**config.mk**
```make
export PLATFORM = sky130hd
export DESIGN_NAME = timer16
export DESIGN_NICKNAME = d
export VERILOG_FILES = /design/src/core/tc16_pkg.sv /design/src/core/edge_sync.sv /design/src/core/prescale_div.sv /design/src/core/timer16.sv
export SDC_FILE = /design/constraint.sdc
export NUM_CORES = 1
export LEC_CHECK = 0
export BUFFER_PORTS_ARGS = -buffer_cell sky130_fd_sc_hd__buf_4
export CORE_ASPECT_RATIO = 0.8
export CORE_UTILIZATION = 47
export DETAILED_ROUTE_END_ITERATION = 16
export PLACE_DENSITY_LB_ADDON = 0.08
export SLEW_MARGIN = 30
export SYNTH_ARGS = -nofsm -noshare
export SYNTH_HDL_FRONTEND = slang
export SYNTH_SLANG_ARGS = --single-unit
```
**constraint.sdc**
```tcl
create_clock -name clk -period 2.13 [get_ports clk]
set_input_delay 0.639 -clock clk [delete_from_list [all_inputs] [get_ports clk]]
set_output_delay 0.639 -clock clk [all_outputs]
set_load 0.05 [all_outputs]
```
**src/core/tc16_pkg.sv**
```systemverilog
// Purpose: shared constants and types of the 16-bit timer/counter
// Assumes: classic wishbone slave, 32-bit data, byte addresses
// Notes:   registers sit in the low byte of each word
`default_nettype none
package tc16_pkg;
    // register byte addresses
    localparam logic [7:0] ADR_CONTROL = 8'h00;
    localparam logic [7:0] ADR_LOW     = 8'h04;
    localparam logic [7:0] ADR_HIGH    = 8'h08;
    localparam logic [7:0] ADR_STATUS  = 8'h0c;
    // counter_control field positions
    localparam int BIT_RUN   = 0;
    localparam int BIT_CSEL  = 1;
    localparam int BIT_NSYNC = 2;
    localparam int BIT_OSCEN = 3;
    localparam int BIT_PS_LO = 4;
    localparam int BIT_PS_HI = 5;
    localparam int BIT_UNIMP = 6;
    localparam int BIT_WIDE  = 7;
    // status fields
    localparam int BIT_FLAG  = 0;
    localparam int BIT_IEN   = 1;
    // reset values and masks
    localparam logic [7:0]  CONTROL_RST = 8'h00;
    localparam logic [7:0]  CONTROL_WR_MASK = 8'hbf;
    localparam logic [15:0] COUNT_RST   = 16'h0000;
    localparam logic [15:0] COUNT_MAX   = 16'hffff;
    localparam logic [7:0]  BYTE_RST    = 8'h00;
    // instruction cycle is four system clocks (fosc/4)
    localparam int          INSTR_DIV   = 4;
    localparam logic [1:0]  INSTR_LAST  = 2'(INSTR_DIV - 1);
    // operating modes
    typedef enum logic [2:0] {
        MODE_TIMER = 3'b001,
        MODE_SYNC  = 3'b010,
        MODE_ASYNC = 3'b100
    } mode_t;
    // wishbone request from the master
    typedef struct packed {
        logic        cyc;
        logic        stb;
        logic        we;
        logic [7:0]  adr;
        logic [3:0]  sel;
        logic [31:0] dat;
    } wb_req_t;
    // wishbone answer to the master
    typedef struct packed {
        logic        ack;
        logic [31:0] dat;
    } wb_rsp_t;
endpackage
`default_nettype wire

```
**src/core/edge_sync.sv**
```systemverilog
// Purpose: rising edge detect of a pin, synchronised or raw
// Assumes: pin is sampled on clk
// Notes:   the first stage feeds only the second stage
`default_nettype none
module edge_sync
    import tc16_pkg::*;
(
    input  wire logic clk,
    input  wire logic reset_n,
    input  wire logic pin,
    input  wire logic bypass,
    output logic      rise
);
    logic meta_ff;   // first stage, read only by sync_ff
    logic sync_ff;   // second stage
    logic sprev_ff;  // previous synchronised level
    logic rprev_ff;  // previous raw level, for bypass

    // two-stage synchroniser and edge history
    always_ff @(posedge clk or negedge reset_n) begin
        if (!reset_n) begin
            meta_ff  <= 1'b0;
            sync_ff  <= 1'b0;
            sprev_ff <= 1'b0;
            rprev_ff <= 1'b0;
        end else begin
            meta_ff  <= pin;
            sync_ff  <= meta_ff;
            sprev_ff <= sync_ff;
            rprev_ff <= pin;
        end
    end

    // bypass saves two cycles of latency but trusts the pin timing
    assign rise = bypass ? (pin & ~rprev_ff) : (sync_ff & ~sprev_ff);
endmodule
`default_nettype wire

```
**src/core/prescale_div.sv**
```systemverilog
// Purpose: 1/2/4/8 prescaler on input ticks
// Assumes: tick_in is a one-cycle pulse
// Notes:   clear wins over a coincident tick
`default_nettype none
module prescale_div
    import tc16_pkg::*;
(
    input  wire logic       clk,
    input  wire logic       reset_n,
    input  wire logic       tick_in,
    input  wire logic [1:0] ratio,
    input  wire logic       clear,
    output logic            tick_out
);
    logic [2:0] cnt_ff;   // ticks seen since last output
    logic [2:0] limit;    // last count before an output

    // encodings 00..11 give 1:1, 1:2, 1:4, 1:8
    assign limit    = 3'((4'h1 << ratio) - 4'h1);
    assign tick_out = tick_in & (cnt_ff == limit) & ~clear;

    // count input ticks, wrap on the output tick
    always_ff @(posedge clk or negedge reset_n) begin
        if (!reset_n) begin
            cnt_ff <= 3'h0;
        end else if (clear) begin
            cnt_ff <= 3'h0;
        end else if (tick_in) begin
            cnt_ff <= (cnt_ff >= limit) ? 3'h0 : cnt_ff + 3'h1;
        end
    end
endmodule
`default_nettype wire

```
**src/core/timer16.sv**
```systemverilog
// Purpose: 16-bit timer/counter with low-power oscillator control
// Assumes: wishbone classic slave, one clock, pins synchronous
// Notes:   answers every access one cycle after the request
//
// Behaviour
// - 16-bit count, overflow event at wrap
// - both count bytes readable and writable
// - count advances only while run bit set
// - internal source counts every instruction cycle
// - external source counts pin or oscillator edges
// - prescaler ratios 1:1 1:2 1:4 1:8
// - external clock synchronised unless bypass set
// - timer, sync counter, async counter modes
// - wide mode gives 16-bit register access
// - oscillator amplifier runs only when enabled
// - enabled oscillator forces pins input, reads zero
// - compare triggers clear the count, except in async mode
// - oscillator keeps running in sleep, low rate
// - overflow latched, interrupt only when enabled
// - wide mode low read snapshots high byte
// - wide mode high write buffered until low write
// - low write clears prescaler, beats trigger
//
// Implementation choices: the Wishbone interface to the registers and the register offsets.
`default_nettype none
module timer16
    import tc16_pkg::*;
(
    input  wire logic       clk,
    input  wire logic       reset_n,
    input  wire wb_req_t    wb_req,
    output wb_rsp_t         wb_rsp,
    input  wire logic       trigger_one,
    input  wire logic       trigger_two,
    input  wire logic       osc_input_pin_i,
    input  wire logic       ext_clock_pin_i,
    input  wire logic [1:0] port_direction_bits,
    input  wire logic [1:0] port_latch,
    output logic [1:0]      pin_o,
    output logic [1:0]      pin_oe,
    output logic [1:0]      port_read,
    output logic            osc_amp_enable,
    output logic            overflow_irq
);
    // one count fed by a chosen tick source
    // prescaler in front, register file behind
    // narrow reads may tear across a carry;
    // wide mode with low byte first avoids it
    // the status register is a local addition
    // holding the flag and its enable
    // trade-off: triggers are ignored in async
    // mode rather than risk a half-cleared count
    // registers
    logic [7:0]  control_ff;     // counter_control
    logic [15:0] count_ff;       // live count
    logic [7:0]  hbuf_ff;        // high byte buffer for wide mode
    logic        flag_ff;        // overflow_flag
    logic        irq_en_ff;      // overflow_irq_enable
    logic        ack_ff;         // bus answer
    logic [31:0] rdat_ff;        // read data
    logic [1:0]  div_ff;         // instruction cycle divider

    // decoded control fields
    logic        counter_run;
    logic        clock_source_select;
    logic        ext_clock_sync_bypass;
    logic        low_power_osc_enable;
    logic [1:0]  input_prescale_select;
    logic        wide_access_mode;
    mode_t       mode;

    // bus decode
    logic        req;            // request standing
    logic        rd_take;        // edge at which read data is built
    logic        wr_take;        // edge at which a write takes effect
    logic        wr_low;
    logic        wr_high;
    logic        wr_ctrl;
    logic        wr_stat;
    logic        rd_low;
    logic [7:0]  wdat;
    logic [31:0] nxt_rdat;

    // tick chain
    logic        instr_tick;     // one pulse per instruction cycle
    logic        src_pin;        // selected external source level
    logic        ext_rise;       // external rising edge
    logic        src_tick;       // chosen source tick, gated by run
    logic        cnt_tick;       // prescaled tick into the counter
    logic        trig;           // special event trigger
    logic        overflow;       // wrap from max to zero
    logic [15:0] nxt_count;

    assign counter_run           = control_ff[BIT_RUN];
    assign clock_source_select   = control_ff[BIT_CSEL];
    assign ext_clock_sync_bypass = control_ff[BIT_NSYNC];
    assign low_power_osc_enable  = control_ff[BIT_OSCEN];
    assign input_prescale_select = control_ff[BIT_PS_HI:BIT_PS_LO];
    assign wide_access_mode      = control_ff[BIT_WIDE];

    // three modes from two control bits
    // mode from source select and bypass bit
    always_comb begin
        if (!clock_source_select) begin
            mode = MODE_TIMER;
        end else if (ext_clock_sync_bypass) begin
            mode = MODE_ASYNC;
        end else begin
            mode = MODE_SYNC;
        end
    end

    // ---------------- bus slave ----------------
    // a request is taken with no ack pending
    // ack follows one cycle later, then drops
    // reads latch at the taking edge
    // writes act at the ack edge
    // one fixed wait state keeps decode small
    // only byte lane 0 is decoded
    assign req     = wb_req.cyc & wb_req.stb;
    assign rd_take = req & ~ack_ff & ~wb_req.we;
    assign wr_take = req & ack_ff & wb_req.we & wb_req.sel[0];
    assign wdat    = wb_req.dat[7:0];
    assign wr_low  = wr_take & (wb_req.adr == ADR_LOW);
    assign wr_high = wr_take & (wb_req.adr == ADR_HIGH);
    assign wr_ctrl = wr_take & (wb_req.adr == ADR_CONTROL);
    assign wr_stat = wr_take & (wb_req.adr == ADR_STATUS);
    assign rd_low  = rd_take & (wb_req.adr == ADR_LOW);

    // an unmapped access still gets its ack
    // ack one cycle after the request, dropped the cycle after
    always_ff @(posedge clk or negedge reset_n) begin
        if (!reset_n) begin
            ack_ff <= 1'b0;
        end else begin
            ack_ff <= req & ~ack_ff;
        end
    end

    // read mux; unmapped addresses read zero but still answer
    // whole bytes can be tested without masks
    always_comb begin
        nxt_rdat = 32'h0000_0000;
        case (wb_req.adr)
            ADR_CONTROL: begin
                // bit 6 is never stored, so it reads zero
                nxt_rdat[7:0] = control_ff;
            end
            ADR_LOW: begin
                nxt_rdat[7:0] = count_ff[7:0];
            end
            ADR_HIGH: begin
                // wide mode shows the buffer, not the live byte
                nxt_rdat[7:0] = wide_access_mode ? hbuf_ff
                                : count_ff[15:8];
            end
            ADR_STATUS: begin
                nxt_rdat[BIT_FLAG] = flag_ff;
                nxt_rdat[BIT_IEN]  = irq_en_ff;
            end
            default: begin
                nxt_rdat = 32'h0000_0000;
            end
        endcase
    end

    // read data is built at the request edge and held with ack
    always_ff @(posedge clk or negedge reset_n) begin
        if (!reset_n) begin
            rdat_ff <= 32'h0000_0000;
        end else if (rd_take) begin
            rdat_ff <= nxt_rdat;
        end
    end

    assign wb_rsp.ack = ack_ff;
    assign wb_rsp.dat = rdat_ff;

    // control register; the unimplemented bit is masked off
    always_ff @(posedge clk or negedge reset_n) begin
        if (!reset_n) begin
            control_ff <= CONTROL_RST;
        end else if (wr_ctrl) begin
            control_ff <= wdat & CONTROL_WR_MASK;
        end
    end

    // in narrow mode the buffer is idle
    // high byte buffer: snapshot on low read, target of high write
    always_ff @(posedge clk or negedge reset_n) begin
        if (!reset_n) begin
            hbuf_ff <= BYTE_RST;
        end else if (wide_access_mode && wr_high) begin
            hbuf_ff <= wdat;
        end else if (wide_access_mode && rd_low) begin
            // same edge that samples the low byte, so both agree
            hbuf_ff <= count_ff[15:8];
        end
    end

    // ---------------- tick sources ----------------
    // free divider: first timer tick comes
    // one to four cycles after the run write
    // external source is the pin, or the
    // crystal input while the oscillator runs
    // a bypassed pin must meet setup to clk
    // free-running divide by four for the instruction clock
    // wraps every four clocks, never stopped
    always_ff @(posedge clk or negedge reset_n) begin
        if (!reset_n) begin
            div_ff <= 2'h0;
        end else begin
            div_ff <= div_ff + 2'h1;
        end
    end
    assign instr_tick = (div_ff == INSTR_LAST);

    // the enabled oscillator replaces the external pin as source
    assign src_pin = low_power_osc_enable ? osc_input_pin_i
                     : ext_clock_pin_i;

    // the synchroniser costs two cycles of latency
    // bypass only matters when the external source is chosen
    edge_sync u_edge_sync (
        .clk     (clk),
        .reset_n (reset_n),
        .pin     (src_pin),
        .bypass  (mode == MODE_ASYNC),
        .rise    (ext_rise)
    );

    // source choice, stopped while the run bit is clear
    always_comb begin
        case (mode)
            MODE_TIMER: src_tick = counter_run & instr_tick;
            MODE_SYNC:  src_tick = counter_run & ext_rise;
            MODE_ASYNC: src_tick = counter_run & ext_rise;
            default:    src_tick = 1'b0;
        endcase
    end

    // the prescaler is not visible to software
    // any low-byte write restarts the prescaler; high writes do not
    prescale_div u_prescale_div (
        .clk      (clk),
        .reset_n  (reset_n),
        .tick_in  (src_tick),
        .ratio    (input_prescale_select),
        .clear    (wr_low),
        .tick_out (cnt_tick)
    );

    // ---------------- counter ----------------
    // priority: low write, narrow high write,
    // wide high write (hold), trigger, tick
    // a trigger held high pins the count at zero
    // only a real wrap raises the flag
    // a wide high write costs one lost tick
    // in exchange for a simple hold path
    // the trigger is unreliable in async mode, so it is not honoured
    assign trig = (trigger_one | trigger_two)
                  & (mode != MODE_ASYNC);

    // only a real increment past max counts as overflow
    assign overflow = cnt_tick & (count_ff == COUNT_MAX)
                      & ~wr_low & ~wr_high & ~trig;

    // write beats trigger, trigger beats increment
    always_comb begin
        nxt_count = count_ff;
        if (wr_low) begin
            // wide mode loads all 16 bits at once
            nxt_count = wide_access_mode ? {hbuf_ff, wdat}
                        : {count_ff[15:8], wdat};
        end else if (wr_high && !wide_access_mode) begin
            nxt_count = {wdat, count_ff[7:0]};
        end else if (wr_high) begin
            nxt_count = count_ff;
        end else if (trig) begin
            nxt_count = COUNT_RST;
        end else if (cnt_tick) begin
            nxt_count = count_ff + 16'h0001;
        end
    end

    // no enable: the next value is always built
    // the count register itself
    always_ff @(posedge clk or negedge reset_n) begin
        if (!reset_n) begin
            count_ff <= COUNT_RST;
        end else begin
            count_ff <= nxt_count;
        end
    end

    // ---------------- overflow flag ----------------
    // flag is sticky until a one is written
    // set beats clear so no event is lost
    // software clears by writing one; a coincident overflow wins
    always_ff @(posedge clk or negedge reset_n) begin
        if (!reset_n) begin
            flag_ff <= 1'b0;
        end else if (overflow) begin
            flag_ff <= 1'b1;
        end else if (wr_stat && wdat[BIT_FLAG]) begin
            flag_ff <= 1'b0;
        end
    end

    // interrupt enable lives beside the flag
    always_ff @(posedge clk or negedge reset_n) begin
        if (!reset_n) begin
            irq_en_ff <= 1'b0;
        end else if (wr_stat) begin
            irq_en_ff <= wdat[BIT_IEN];
        end
    end

    // irq is a level, not a pulse
    // request only while enabled; trigger resets never set the flag
    assign overflow_irq = flag_ff & irq_en_ff;

    // ---------------- oscillator pins ----------------
    // enabled oscillator owns both pads
    // stray port writes cannot load the crystal
    // no state here, only masking
    // sleep is not modelled: the enable bit
    // alone decides whether the amplifier runs
    // amplifier follows the enable bit alone; no sleep gating here,
    // so the crystal keeps running while the core sleeps
    assign osc_amp_enable = low_power_osc_enable;

    // enabled oscillator owns the pins: no drive, port reads zero
    always_comb begin
        if (low_power_osc_enable) begin
            pin_oe    = 2'h0;
            pin_o     = 2'h0;
            port_read = 2'h0;
        end else begin
            // direction bit one means input, as for a normal port
            pin_oe    = ~port_direction_bits;
            pin_o     = port_latch;
            port_read = {ext_clock_pin_i, osc_input_pin_i};
        end
    end
endmodule
`default_nettype wire

```
# ---- Word-level counts from Yosys, hierarchy flattened
# Index checks and enable logic that the tools add are counted.
dict set report totals {
  register_bits 50
  in_bits 57
  out_inout_bits 41
  word_cells 103
}
dict set report classes {
  add_sub_neg 4
  n_lt_le_gt_ge 1
  n_eq_ne 14
  shift 1
  mux 24
  bitwise 32
  reduce_logical 14
}
# op n
set ops {}
lappend ops {{two-way mux 16 bit} 6}
lappend ops {{two-way mux 8 bit} 3}
lappend ops {{bitwise AND 1 bit} 23}
lappend ops {{case mux 6 bit (3 select lines)} 1}
lappend ops {{adder 16 x 1 -> 16 bit, second input constant} 1}
lappend ops {{equality test 16 bit, second input constant} 1}
lappend ops {{equality test 8 x 4 -> 1 bit, second input constant} 2}
lappend ops {{two-way mux 3 bit} 5}
lappend ops {{equality test 8 x 3 -> 1 bit, second input constant} 1}
lappend ops {{logical NOT 8 bit} 1}
lappend ops {{case mux 2 bit (4 select lines)} 1}
lappend ops {{inverter 1 bit} 7}
lappend ops {{two-way mux 2 bit} 3}
lappend ops {{AND reduction 3 bit} 2}
lappend ops {{nonzero test 2 bit} 3}
lappend ops {{logical AND 1 bit} 4}
lappend ops {{two-way mux 1 bit} 4}
lappend ops {{inequality test 2 x 1 -> 1 bit, second input constant} 2}
lappend ops {{nonzero test 4 bit} 1}
lappend ops {{adder 3 x 1 -> 3 bit, second input constant} 1}
lappend ops {{equality test 3 x 1 -> 1 bit, second input constant} 1}
lappend ops {{equality test 3 x 2 -> 1 bit, second input constant} 1}
lappend ops {{equality test 3 bit} 1}
lappend ops {{equality test 3 bit, second input constant} 1}
lappend ops {{other kinds (14)} 14}

# ---- Depth between registers and ports, before layout
# Gate-level depths: netlist (run 1).
dict set report logic_depth {
  depth_word 13
  ltp_mapped 9
  ltp_nobuf 8
}

# ---- Cells and area by module
# From an unflattened synthesis (run 1), not the netlist that was laid out.
dict set report unflattened {
  hier_cells 344
  area_unflattened_um2 3275.6
}
# module instances cells_each area_each_um2 seq_area_each_um2
set modules_own_cells {}
lappend modules_own_cells {timer16 1 309 2914.0 1101.1}
lappend modules_own_cells {prescale_div 1 29 262.8 75.1}
lappend modules_own_cells {edge_sync 1 6 98.8 75.1}

# ---- Worst setup path after synthesis (run 1)
# Ideal clock, no wire load.
dict set report synth_path {
  kind {input -> register}
  startpoint {input wb_req[41] (netlist name)}
  endpoint {register count_ff[7]}
  setup_time_ns 0.121
  arrival_time_ns 2.610
  required_time_ns 2.009
  slack_ns -0.601
  path_stages 8
  n_path_buf 2
  cell_sequence {or4_1 > clkbuf_2 > or4_4 > buf_6 > nor2_4 > o22a_2 > a21bo_2 > a22o_1}
}
dict set report synth_via {
  elab_chain_len 6
  elab_cells_between_ends 12
  cone_classes {4 x eq/ne; 1 x mux; 4 x bitwise; 3 x reduce/logical}
}
# element line_no
set synth_rtl {}
lappend synth_rtl {{start: declaration} timer16.sv:31} ;# input wire wb_req_t wb_req,
lappend synth_rtl {{equality test 8 x 3 -> 1 bit} timer16.sv:124} ;# assign wr_low = wr_take & (wb_req.adr == ADR_LOW);
lappend synth_rtl {{bitwise AND 1 bit} timer16.sv:124}
lappend synth_rtl {{inverter 1 bit} prescale_div.sv:20} ;# assign tick_out = tick_in & (cnt_ff == limit) & ~clear;
lappend synth_rtl {{bitwise AND 1 bit} prescale_div.sv:20}
lappend synth_rtl {{nonzero test 3 bit (no source line)} n/a}
lappend synth_rtl {{AND reduction 3 bit (no source line)} n/a}
lappend synth_rtl {{end signal: assignment} timer16.sv:292} ;# count_ff <= nxt_count;
lappend synth_rtl {{end: declaration} timer16.sv:55} ;# logic [15:0] count_ff;
# Parallel ways exist; a longest one is shown, timed or not.
# A chain may end at the register's enable or synchronous reset.

# ---- Final worst setup path (run 1)
dict set report layout_path {
  startpoint {input wb_req[40] (netlist name)}
  endpoint {register count_ff[15]}
}
dict set report layout_via {
  elab_chain_len 6
  elab_cells_between_ends 13
  cone_classes {4 x eq/ne; 2 x mux; 4 x bitwise; 3 x reduce/logical}
}
# element line_no
set layout_rtl {}
lappend layout_rtl {{equality test 8 x 3 -> 1 bit} timer16.sv:124}
lappend layout_rtl {{bitwise AND 1 bit} timer16.sv:124}
lappend layout_rtl {{inverter 1 bit} prescale_div.sv:20}
lappend layout_rtl {{bitwise AND 1 bit} prescale_div.sv:20}
lappend layout_rtl {{nonzero test 4 bit (no source line)} n/a}
lappend layout_rtl {{AND reduction 3 bit (no source line)} n/a}
# Parallel ways exist; a longest one is shown, timed or not. The select of a mux whose other input is x is not followed.

==> results.sh, run 1 <==
export IMPL_path_class="in2reg"
export IMPL_start_kind="input port"
export IMPL_final_max_slew_viol_count=0
export IMPL_relSlewSlack=0.563
export IMPL_area_growth_pct=34.9
export IMPL_reg2reg_from="control_ff[4]$_DFFE_PN0P_"
export IMPL_dr_pass1_iters=5
export IMPL_drive_gt1_frac=0.372
export IMPL_max_freq_ghz=0.412
export IMPL_drt_drc_violations_left=0
export IMPL_vias_per_cell=5.85
export IMPL_vias=3288
export IMPL_n_fill_cell=556
export IMPL_dpl_cell_count=543
export IMPL_synth_area_leader_cell="dfrtp_1"
export IMPL_vdd_drop_max_mv=0.243
export IMPL_ff_latch_area_um2=1250
export IMPL_io_buffers=46
export IMPL_cp_max_fo=7
export IMPL_antenna_left=0
export IMPL_wl_mm=9.92
export IMPL_period_minus_slack_ns=2.43
export IMPL_synthTopCellsByCount="dfrtp_1 (50), nand2_1 (43), nor2_1 (31), buf_4 (25), o21ai_0 (23)"
export IMPL_drtIter0Drc=243
export IMPL_met1_usage=0.398
export IMPL_die_y_um=76.8
export IMPL_fin_nets=540
export IMPL_violations="negative setup slack"
export IMPL_switchingPower_mw=0.630
export IMPL_grt_pass1_wl_mm=15.3
export IMPL_dpl_hpwl_mm=7.16
export IMPL_synth_seq_cells=50
export IMPL_antenna_found_initial=0
export IMPL_maxCapViolations=0
export IMPL_comb_power_share=0.204
export IMPL_synthArstFlopShare=1.00
export IMPL_final_cell_area_um2=4430
export IMPL_switching_share=0.320
export IMPL_initial_core_util=0.500
export IMPL_die_area_um2=7330
export IMPL_ys_types=65
export IMPL_io_pin_count=98
export IMPL_ys_seq_area_frac=0.381
export IMPL_netlist_area_leader_share=0.381
export IMPL_r2r_slack_ns=-0.19
export IMPL_synth_area_leaders="dfrtp_1 (38%), buf_4 (5.7%), nand2_1 (4.9%)"
export IMPL_wl_per_cell_um=17.7
export IMPL_cts_made_buffers=5
export IMPL_clockBufferDepth=2
export IMPL_hold_worst_slack_ns=0.343
export IMPL_p_leak_nw=2.04
export IMPL_internal_power_mw=1.34
export IMPL_grt_pass1_vias=2947
export IMPL_clk_pin_slew_ns=0.11
export IMPL_p_per_area_nw_per_um2=444
export IMPL_cts_sinks=50
export IMPL_grt_busiest_layer="met2"
export IMPL_final_cells=562
export IMPL_num_rows=26
export IMPL_grt_overflow=0
export IMPL_setup_viol=26
export IMPL_hold_path_class="in2async"
export IMPL_pwr_share_seq=0.490
export IMPL_multi_input_area_um2=2000
export IMPL_clk_latency_ns=0.32
export IMPL_cp_arrival_ns=2.63
export IMPL_use_met3=0.0437
export IMPL_grt_max_degree=51
export IMPL_cts_tree="done"
export IMPL_grt_use_met2=0.430
export IMPL_place_gp_congestion=0.967
export IMPL_timing_final_crit_share=1.14
export IMPL_fin_ws_ns=-0.296
export IMPL_ff2ff_path_depth=7
export IMPL_outcome="finished with violations"
export IMPL_cts_root_buf="clkbuf_8"
export IMPL_syn_avg_cell_area_um2=8.93
export IMPL_synth_most_common_cell="dfrtp_1"
export IMPL_synthFlopType="dfrtp_1"
export IMPL_ys_warn_count=0
export IMPL_hold_violations=0
export IMPL_rsz0062_at_grt="yes"
export IMPL_end_kind="flop"
export IMPL_placed_area_um2=4070
export IMPL_fin_skew_ns=0.0141
export IMPL_ctsHoldBuffers=0
export IMPL_grtUsageTotal=0.277
export IMPL_fp_coreArea_um2=6570
export IMPL_r2r_end="count_ff[4]$_DFFE_PN0P_"
export IMPL_synth_edf_count=0
export IMPL_postSynthCellCount=368
export IMPL_crit_required_ns=2.34
export IMPL_syn_area_um2=3290
export IMPL_die_x_um=95.5
export IMPL_clock_power_share=0.306
export IMPL_worst_pin_slew_ns=0.656
export IMPL_fin_util=0.675
export IMPL_antennaDiodeCount=0
export IMPL_cts_max_level=2
## layer usage
metal,share of wire,up-vias
li1,-,1526
met1,0.45,1562
met2,0.44,178
met3,0.086,22
met4,0.020,0
met5,0,-
## power by group through the flow
stage          registers, mW  clock network, mW  logic, mW
2_1_floorplan          0.985                  0      0.246
3_3_place_gp           0.982                  0      0.365
3_5_place_dp           0.982                  0      0.368
4_1_cts                0.964              0.613      0.390
5_1_grt                0.965              0.651      0.425
6_report               0.964              0.603      0.401
## registers in the layout (all words and copies together) (netlist names)
name	flops
flag_ff	1
irq_en_ff	1
count_ff	16
u_edge_sync.sprev_ff	1
ack_ff	1
u_edge_sync.sync_ff	1
u_edge_sync.meta_ff	1
u_prescale_div.cnt_ff	3
hbuf_ff	8
div_ff	2
rdat_ff	8
control_ff	7
## timing repair
item,CTS,global route
setup endpoints to repair,26,32
gates resized for setup,30,13
pin swaps,5,7
cloned,1,0
setup buffers,6,5
## cell families after synthesis
family          synth area share
mux                       0.0662
xor+xnor                 0.00533
flops                      0.381
simple gates               0.216
compound gates             0.216
other cells              0.00114
buf+inv                   0.0917
fa+ha+maj                 0.0228
## stage by stage
step / TNS, ns / setup slack [ns] / power, mW
CTS: -4.04 / -0.218 / 1.97
finish: -4.99 / -0.296 / 1.97
detailed placement: -16.49 / -0.595 / 1.35
global placement: -15.71 / -0.587 / 1.35
floorplan: -12.12 / -0.532 / 1.23
global route: -6.04 / -0.339 / 2.04
## layout by cell type, fill, tap and decap left out, types with 9 or more instances in the layout
cell,instances
a21oi_1,18
a22o_1,11
a22oi_1,9
buf_4,110
buf_6,11
conb_1,24
dfrtp_1,50
inv_1,9
mux2_2,9
nand2_1,43
nand3_1,9
nor2_1,26
o21ai_0,17
## worst max path at each step
stage / start / end / slack, ns / depth (start not counted)
6_report: wb_req[40] / count_ff[15]$_DFFE_PN0P_ / -0.30 / 8
5_1_grt: wb_req[41] / count_ff[15]$_DFFE_PN0P_ / -0.34 / 8
4_1_cts: wb_req[41] / count_ff[7]$_DFFE_PN0P_ / -0.22 / 7
3_5_place_dp: wb_req[41] / count_ff[5]$_DFFE_PN0P_ / -0.59 / 7
3_3_place_gp: wb_req[41] / hbuf_ff[5]$_DFFE_PN0P_ / -0.59 / 9
2_1_floorplan: wb_req[41] / count_ff[7]$_DFFE_PN0P_ / -0.53 / 8
## cell type report
class,count,area share
Multi-Input combinational cell,290,0.450
Clock inverter,3,0.00649
Tap cell,84,0.0237
Inverter,9,0.00762
Sequential cell,50,0.282
Clock buffer,5,0.0155
Timing Repair Buffer,121,0.214
## worst max-delay path, stage by stage
cell	delay (ns)
buf_4	0.11
or4_4	0.52
or4_4	0.52
buf_6	0.17
nor3_4	0.24
buf_4	0.17
o21ai_1	0.08
a22o_1	0.18
Power figures use the tool's default switching activity.
==> run 2: changes to the inputs <==
- REMOVE_ABC_BUFFERS: default -> 1
- clock period: 2.13 -> 2.2 ns (I/O delays scaled with it)
==> run 2 against run 1 <==
Compared with the run above:
- the run still ends with negative setup slack left
- cell count fell by 2.1%
- sequential cell count did not move
- via count fell by 2.6%
- clock power rose by 12%
- die area did not move
- count of clock-buffer cells in the layout rose by 1
- clock skew fell by 0.0097 ns
- non-clock buffer count fell by 11
- sequential share of layout area rose by 0.40 points
- power rose by 1.0%
- utilization fell by 0.95 points
==> results.sh, run 2 (synthesis results as in run 1) <==
export IMPL_largest_reg_flops=16
export IMPL_post_place_ws_ns=-0.661
export IMPL_grt_pass1_vias=3020
export IMPL_largestRegisters="count_ff (16), hbuf_ff (8), rdat_ff (8)"
export IMPL_initial_core_util=0.500
export IMPL_cp_slowest_cell="or4_4"
export IMPL_n_fill_cell=550
export IMPL_die_y_um=76.8
export IMPL_worst_pin_slew_ns=0.650
export IMPL_drtIter0Drc=250
export IMPL_path_class="in2reg"
export IMPL_period_minus_slack_ns=2.49
export IMPL_grt_overflow=0
export IMPL_dpl_hpwl_mm=7.11
export IMPL_crit_buf_inv=3
export IMPL_setup_viol=26
export IMPL_wl_per_cell_um=17.8
export IMPL_area_growth_pct=33.0
export IMPL_cts_tree="done"
export IMPL_cp_slowest_stage_delay_ns=0.64
export IMPL_critPathTopFamily="simple AND/OR/NAND/NOR gates"
export IMPL_place_gp_congestion=0.896
export IMPL_cts_max_level=2
export IMPL_grt_pass1_wl_mm=15.3
export IMPL_dr_pass1_iters=6
export IMPL_fin_skew_ns=0.00439
export IMPL_clockBufferDepth=2
export IMPL_grt_max_degree=51
export IMPL_antenna_left=0
export IMPL_clk_latency_ns=0.31
export IMPL_vias=3203
export IMPL_fin_nets=529
export IMPL_maxCapViolations=0
export IMPL_p_per_area_nw_per_um2=455
export IMPL_fin_util=0.665
export IMPL_io_pin_count=98
export IMPL_vias_per_cell=5.82
export IMPL_antenna_found_initial=0
export IMPL_end_kind="flop"
export IMPL_fp_coreArea_um2=6570
export IMPL_layout_commonest_cell="buf_4"
export IMPL_outcome="finished with violations"
export IMPL_die_x_um=95.5
export IMPL_crit_chain="buf_6 > or4_4 > or4_4 > buf_4 > nor3_4 > buf_6 > mux2i_1 > a21oi_1"
export IMPL_cp_max_fo=8
export IMPL_num_rows=26
export IMPL_drive_gt1_frac=0.361
export IMPL_p_leak_nw=1.99
export IMPL_mostFrequentLayoutCells="buf_4 (98), dfrtp_1 (50), nand2_1 (43)"
export IMPL_drt_drc_violations_left=0
export IMPL_vdd_drop_max_mv=0.242
export IMPL_rsz0062_at_grt="yes"
export IMPL_hold_path_class="in2async"
export IMPL_die_area_um2=7330
export IMPL_dpl_cell_count=535
export IMPL_grtUsageTotal=0.277
export IMPL_crit_required_ns=2.40
export IMPL_hold_violations=0
export IMPL_io_buffers=46
export IMPL_antennaDiodeCount=0
export IMPL_ctsHoldBuffers=0
export IMPL_cp_arrival_ns=2.68
export IMPL_final_cells=550
export IMPL_relSlewSlack=0.567
export IMPL_timing_final_crit_share=1.13
export IMPL_cts_sinks=50
export IMPL_max_freq_ghz=0.402
export IMPL_finalSetupTns_ns=-5.53
export IMPL_start_kind="input port"
export IMPL_final_max_slew_viol_count=0
export IMPL_fin_ws_ns=-0.286
export IMPL_cts_root_buf="clkbuf_8"
export IMPL_cts_made_buffers=5
export IMPL_violations="negative setup slack"
export IMPL_wl_mm=9.77
export IMPL_clk_pin_slew_ns=0.09
export IMPL_regMostFlops="count_ff"
==> run 2: cell types whose count changed in the layout (fill, tap and decap cells not counted), moves of 2 or more <==
cell     before  now
a21oi_1      18   21
a21oi_2       4    0
a22oi_1       9    4
a22oi_2       1    6
buf_4       110   98
nor2_4        6    4
nor2b_1       2    6
nor2b_2       4    0
o21ai_0      17    9
o21ai_1       6   10
o21ai_2       0    4
==> run 2: layer usage <==
layer | track usage | up-vias | part of all wire
li1 | - | 1508 | -
met1 | 0.382 | 1498 | 0.44
met2 | 0.437 | 179 | 0.45
met3 | 0.0635 | 18 | 0.093
met4 | 0.0657 | 0 | 0.017
met5 | 0 | - | 0
==> run 2: final cells by class <==
class                      instances  area (um^2)  area share
timing repair buffer             110          875       0.200
multi-input combinational        290         1990       0.456
sequential                        50         1250       0.286
inverter                           9         33.8     0.00773
tap                               84          105      0.0240
clock inverter                     1         30.0     0.00687
clock buffer                       6         82.6      0.0189
==> run 2: path summary, 6_finish.rpt <==
kind,from,end,slack (ns),depth (start not counted)
worst max-delay path,wb_req[41],hbuf_ff[2]$_DFFE_PN0P_,-0.29,8
worst min-delay path,reset_n,ack_ff$_DFF_PN0_,0.37,1
worst max register to register,control_ff[4]$_DFFE_PN0P_,count_ff[7]$_DFFE_PN0P_,-0.17,7
worst min register to register,u_edge_sync.sync_ff$_DFF_PN0_,u_edge_sync.sprev_ff$_DFF_PN0_,0.37,0
max in group asynchronous,reset_n,count_ff[13]$_DFFE_PN0P_,1.40,1
min in group clk,u_edge_sync.sync_ff$_DFF_PN0_,u_edge_sync.sprev_ff$_DFF_PN0_,0.37,0
==> run 2: what timing repair did <==
item,4_1_cts,5_1_grt
cloned,1,1
pin swaps,24,9
buffers inserted,5,2
endpoints found under the setup margin,32,36
resized for setup,33,28
==> run 2: power breakdown <==
| part | switching (mW) | internal [mW] | leakage (nW) | total [mW] |
|---|---|---|---|---|
| sequential | 0.00473 | 0.927 | 0.674 | 0.932 |
| clock | 0.314 | 0.364 | 0.0573 | 0.678 |
| combinational | 0.252 | 0.126 | 1.26 | 0.378 |
==> run 2: through the flow <==
stage,power [mW],hold slack (ns),instance area [um^2]
after floorplan,1.14,0.347,3110
after global placement,1.29,0.352,3980
after detailed placement,1.30,0.353,3980
after CTS,1.98,0.374,4250
after global routing,2.06,0.391,4370
final,1.99,0.370,4370
==> run 3: changes to the inputs <==
- SKIP_LAST_GASP: default -> 1
==> run 3 against run 2 <==
Compared with the run above:
- the flow still finishes with violations (negative setup slack)
- clock power fell by 0.7%
- power down 0.26%
- die area is the same
- sequential share of layout area decreased by 0.14 points
- non-clock buffer count stayed put
- global-route usage unchanged
- clock skew down 0.00054 ns
- count of clock-buffer cells in the layout unchanged
- register-to-register slack improved by 0.13 ns
- critical path depth down 1
- utilization up 0.32 points
- cell area is 0.49% higher
- critical endpoint is now count_ff[4]$_DFFE_PN0P_
==> results.sh, run 3 (synthesis results as in run 1) <==
export IMPL_area_growth_pct=33.7
export IMPL_switching_share=0.285
export IMPL_antennaDiodeCount=0
export IMPL_clk_latency_ns=0.30
export IMPL_dpl_cell_count=535
export IMPL_drt_drc_violations_left=0
export IMPL_clock_power_share=0.339
export IMPL_period_minus_slack_ns=2.50
export IMPL_mostFrequentLayoutCells="buf_4 (96), dfrtp_1 (50), nand2_1 (43)"
export IMPL_crit_required_ns=2.40
export IMPL_dr_max_layer_used="met4"
export IMPL_end_kind="flop"
export IMPL_p_per_area_nw_per_um2=451
export IMPL_setup_viol=26
export IMPL_vias=3203
export IMPL_clockBufferDepth=2
export IMPL_io_pin_count=98
export IMPL_wl_met1_mm=4.40
export IMPL_rsz0062_at_grt="yes"
export IMPL_pwr_share_seq=0.470
export IMPL_finalSetupTns_ns=-5.60
export IMPL_cp_arrival_ns=2.70
export IMPL_hold_path_class="reg2reg"
export IMPL_comb_power_share=0.191
export IMPL_final_max_slew_viol_count=0
export IMPL_p_leak_nw=1.99
export IMPL_timing_final_crit_share=1.13
export IMPL_io_buffers=46
export IMPL_worst_pin_slew_ns=0.659
export IMPL_fin_skew_ns=0.00385
export IMPL_largestRegisters="count_ff (16), hbuf_ff (8), rdat_ff (8)"
export IMPL_cp_max_fo=8
export IMPL_initial_core_util=0.500
export IMPL_cts_tree="done"
export IMPL_dr_pass1_iters=5
export IMPL_reg2reg_from="control_ff[4]$_DFFE_PN0P_"
export IMPL_fin_ws_ns=-0.295
export IMPL_grt_overflow=0
export IMPL_die_y_um=76.8
export IMPL_crit_chain="buf_6 > or4_4 > or4_4 > nor2_4 > o22a_4 > a21bo_2 > a22o_1"
export IMPL_die_x_um=95.5
export IMPL_crit_buf_inv=1
export IMPL_layout_commonest_cell="buf_4"
export IMPL_grt_pass1_vias=3020
export IMPL_relSlewSlack=0.561
export IMPL_maxCapViolations=0
export IMPL_n_fill_cell=537
export IMPL_start_kind="input port"
export IMPL_antenna_left=0
export IMPL_final_cells=550
export IMPL_critPathTopFamily="simple AND/OR/NAND/NOR gates"
export IMPL_cp_slowest_cell="or4_4"
export IMPL_cp_slowest_stage_delay_ns=0.65
export IMPL_cts_made_buffers=5
export IMPL_grt_max_degree=51
export IMPL_drtIter0Drc=284
export IMPL_clk_pin_slew_ns=0.09
export IMPL_violations="negative setup slack"
export IMPL_num_rows=26
export IMPL_cts_max_level=2
export IMPL_outcome="finished with violations"
export IMPL_vdd_drop_max_mv=0.240
export IMPL_cpMostUsedCell="or4_4"
export IMPL_fin_nets=529
export IMPL_dpl_hpwl_mm=7.11
export IMPL_cts_sinks=50
export IMPL_wl_mm=9.74
export IMPL_grt_pass1_wl_mm=15.3
export IMPL_grtUsageTotal=0.277
export IMPL_fp_coreArea_um2=6570
export IMPL_drive_gt1_frac=0.363
export IMPL_cts_root_buf="clkbuf_8"
export IMPL_hold_path_depth=0
export IMPL_place_gp_congestion=0.896
export IMPL_vias_per_cell=5.82
export IMPL_hold_start="u_edge_sync.sync_ff$_DFF_PN0_"
export IMPL_switchingPower_mw=0.565
export IMPL_hold_violations=0
export IMPL_internal_power_mw=1.42
export IMPL_ff2ff_path_depth=7
export IMPL_max_freq_ghz=0.401
export IMPL_largest_reg_flops=16
export IMPL_r2r_end="count_ff[4]$_DFFE_PN0P_"
export IMPL_met2_wirelength_mm=4.36
export IMPL_met3WireLength_um=842
export IMPL_regMostFlops="count_ff"
export IMPL_wl_per_cell_um=17.7
export IMPL_die_area_um2=7330
export IMPL_antenna_found_initial=0
export IMPL_worst_hold_path_endpoint="u_edge_sync.sprev_ff$_DFF_PN0_"
export IMPL_r2r_slack_ns=-0.04
export IMPL_path_class="in2reg"
## run 3: changes by cell type in the layout (fill, tap and decap cells not counted), moves of 2 or more
cell	change
buf_4	-2
buf_6	+2
o21ai_0	+2
o21ai_1	-2
## run 3: repair_timing
action / CTS / global route
hold buffers: 0 / 0
endpoints found under the setup margin: 32 / 36
resized for setup: 30 / 34
cloned: 1 / 1
pin swaps: 24 / 12
setup buffers: 5 / 3
## run 3: layer usage
metal	vias to the layer above	GRT usage
met5	-	0
met4	0	0.0657
met3	17	0.0635
met2	171	0.437
met1	1514	0.382
li1	1501	-
## run 3: how the worst max path moves through the flow
| stage | from | endpoint | slack (ns) | depth (start not counted) |
|---|---|---|---|---|
| 2_1_floorplan | wb_req[41] | count_ff[7]$_DFFE_PN0P_ | -0.76 | 6 |
| 3_3_place_gp | wb_req[41] | count_ff[4]$_DFFE_PN0P_ | -0.63 | 7 |
| 3_5_place_dp | wb_req[41] | count_ff[4]$_DFFE_PN0P_ | -0.66 | 7 |
| 4_1_cts | wb_req[41] | count_ff[5]$_DFFE_PN0P_ | -0.28 | 7 |
| 5_1_grt | wb_req[41] | count_ff[8]$_DFFE_PN0P_ | -0.32 | 8 |
| 6_report | wb_req[41] | count_ff[4]$_DFFE_PN0P_ | -0.30 | 7 |
## run 3: stage by stage
stage / utilization / hold WS [ns] / setup WS [ns] / area (um^2) / power [mW]
final: 0.669 / 0.372 / -0.295 / 4390 / 1.98
after global routing: 0.669 / 0.391 / -0.322 / 4390 / 2.06
after CTS: 0.647 / 0.374 / -0.284 / 4250 / 1.98
after detailed placement: 0.606 / 0.353 / -0.661 / 3980 / 1.30
after global placement: 0.606 / 0.352 / -0.633 / 3980 / 1.29
after floorplan: - / 0.347 / -0.762 / 3110 / 1.14
## run 3: cell type report
| cell class | count | area [um^2] | share of cell area |
|---|---|---|---|
| inverters | 9 | 33.8 | 0.00769 |
| multi-input cells | 290 | 2010 | 0.457 |
| clock inverters | 1 | 30.0 | 0.00684 |
| well taps | 84 | 105 | 0.0239 |
| repair buffers | 110 | 882 | 0.201 |
| clock buffers | 6 | 82.6 | 0.0188 |
| flip-flops and latches | 50 | 1250 | 0.285 |
## run 3: power groups by stage
stage	sequential, mW	combinational [mW]	clock [mW]
6_report	0.932	0.378	0.673
5_1_grt	0.933	0.403	0.724
4_1_cts	0.932	0.360	0.693
3_5_place_dp	0.950	0.347	0
3_3_place_gp	0.950	0.344	0
2_1_floorplan	0.958	0.183	0
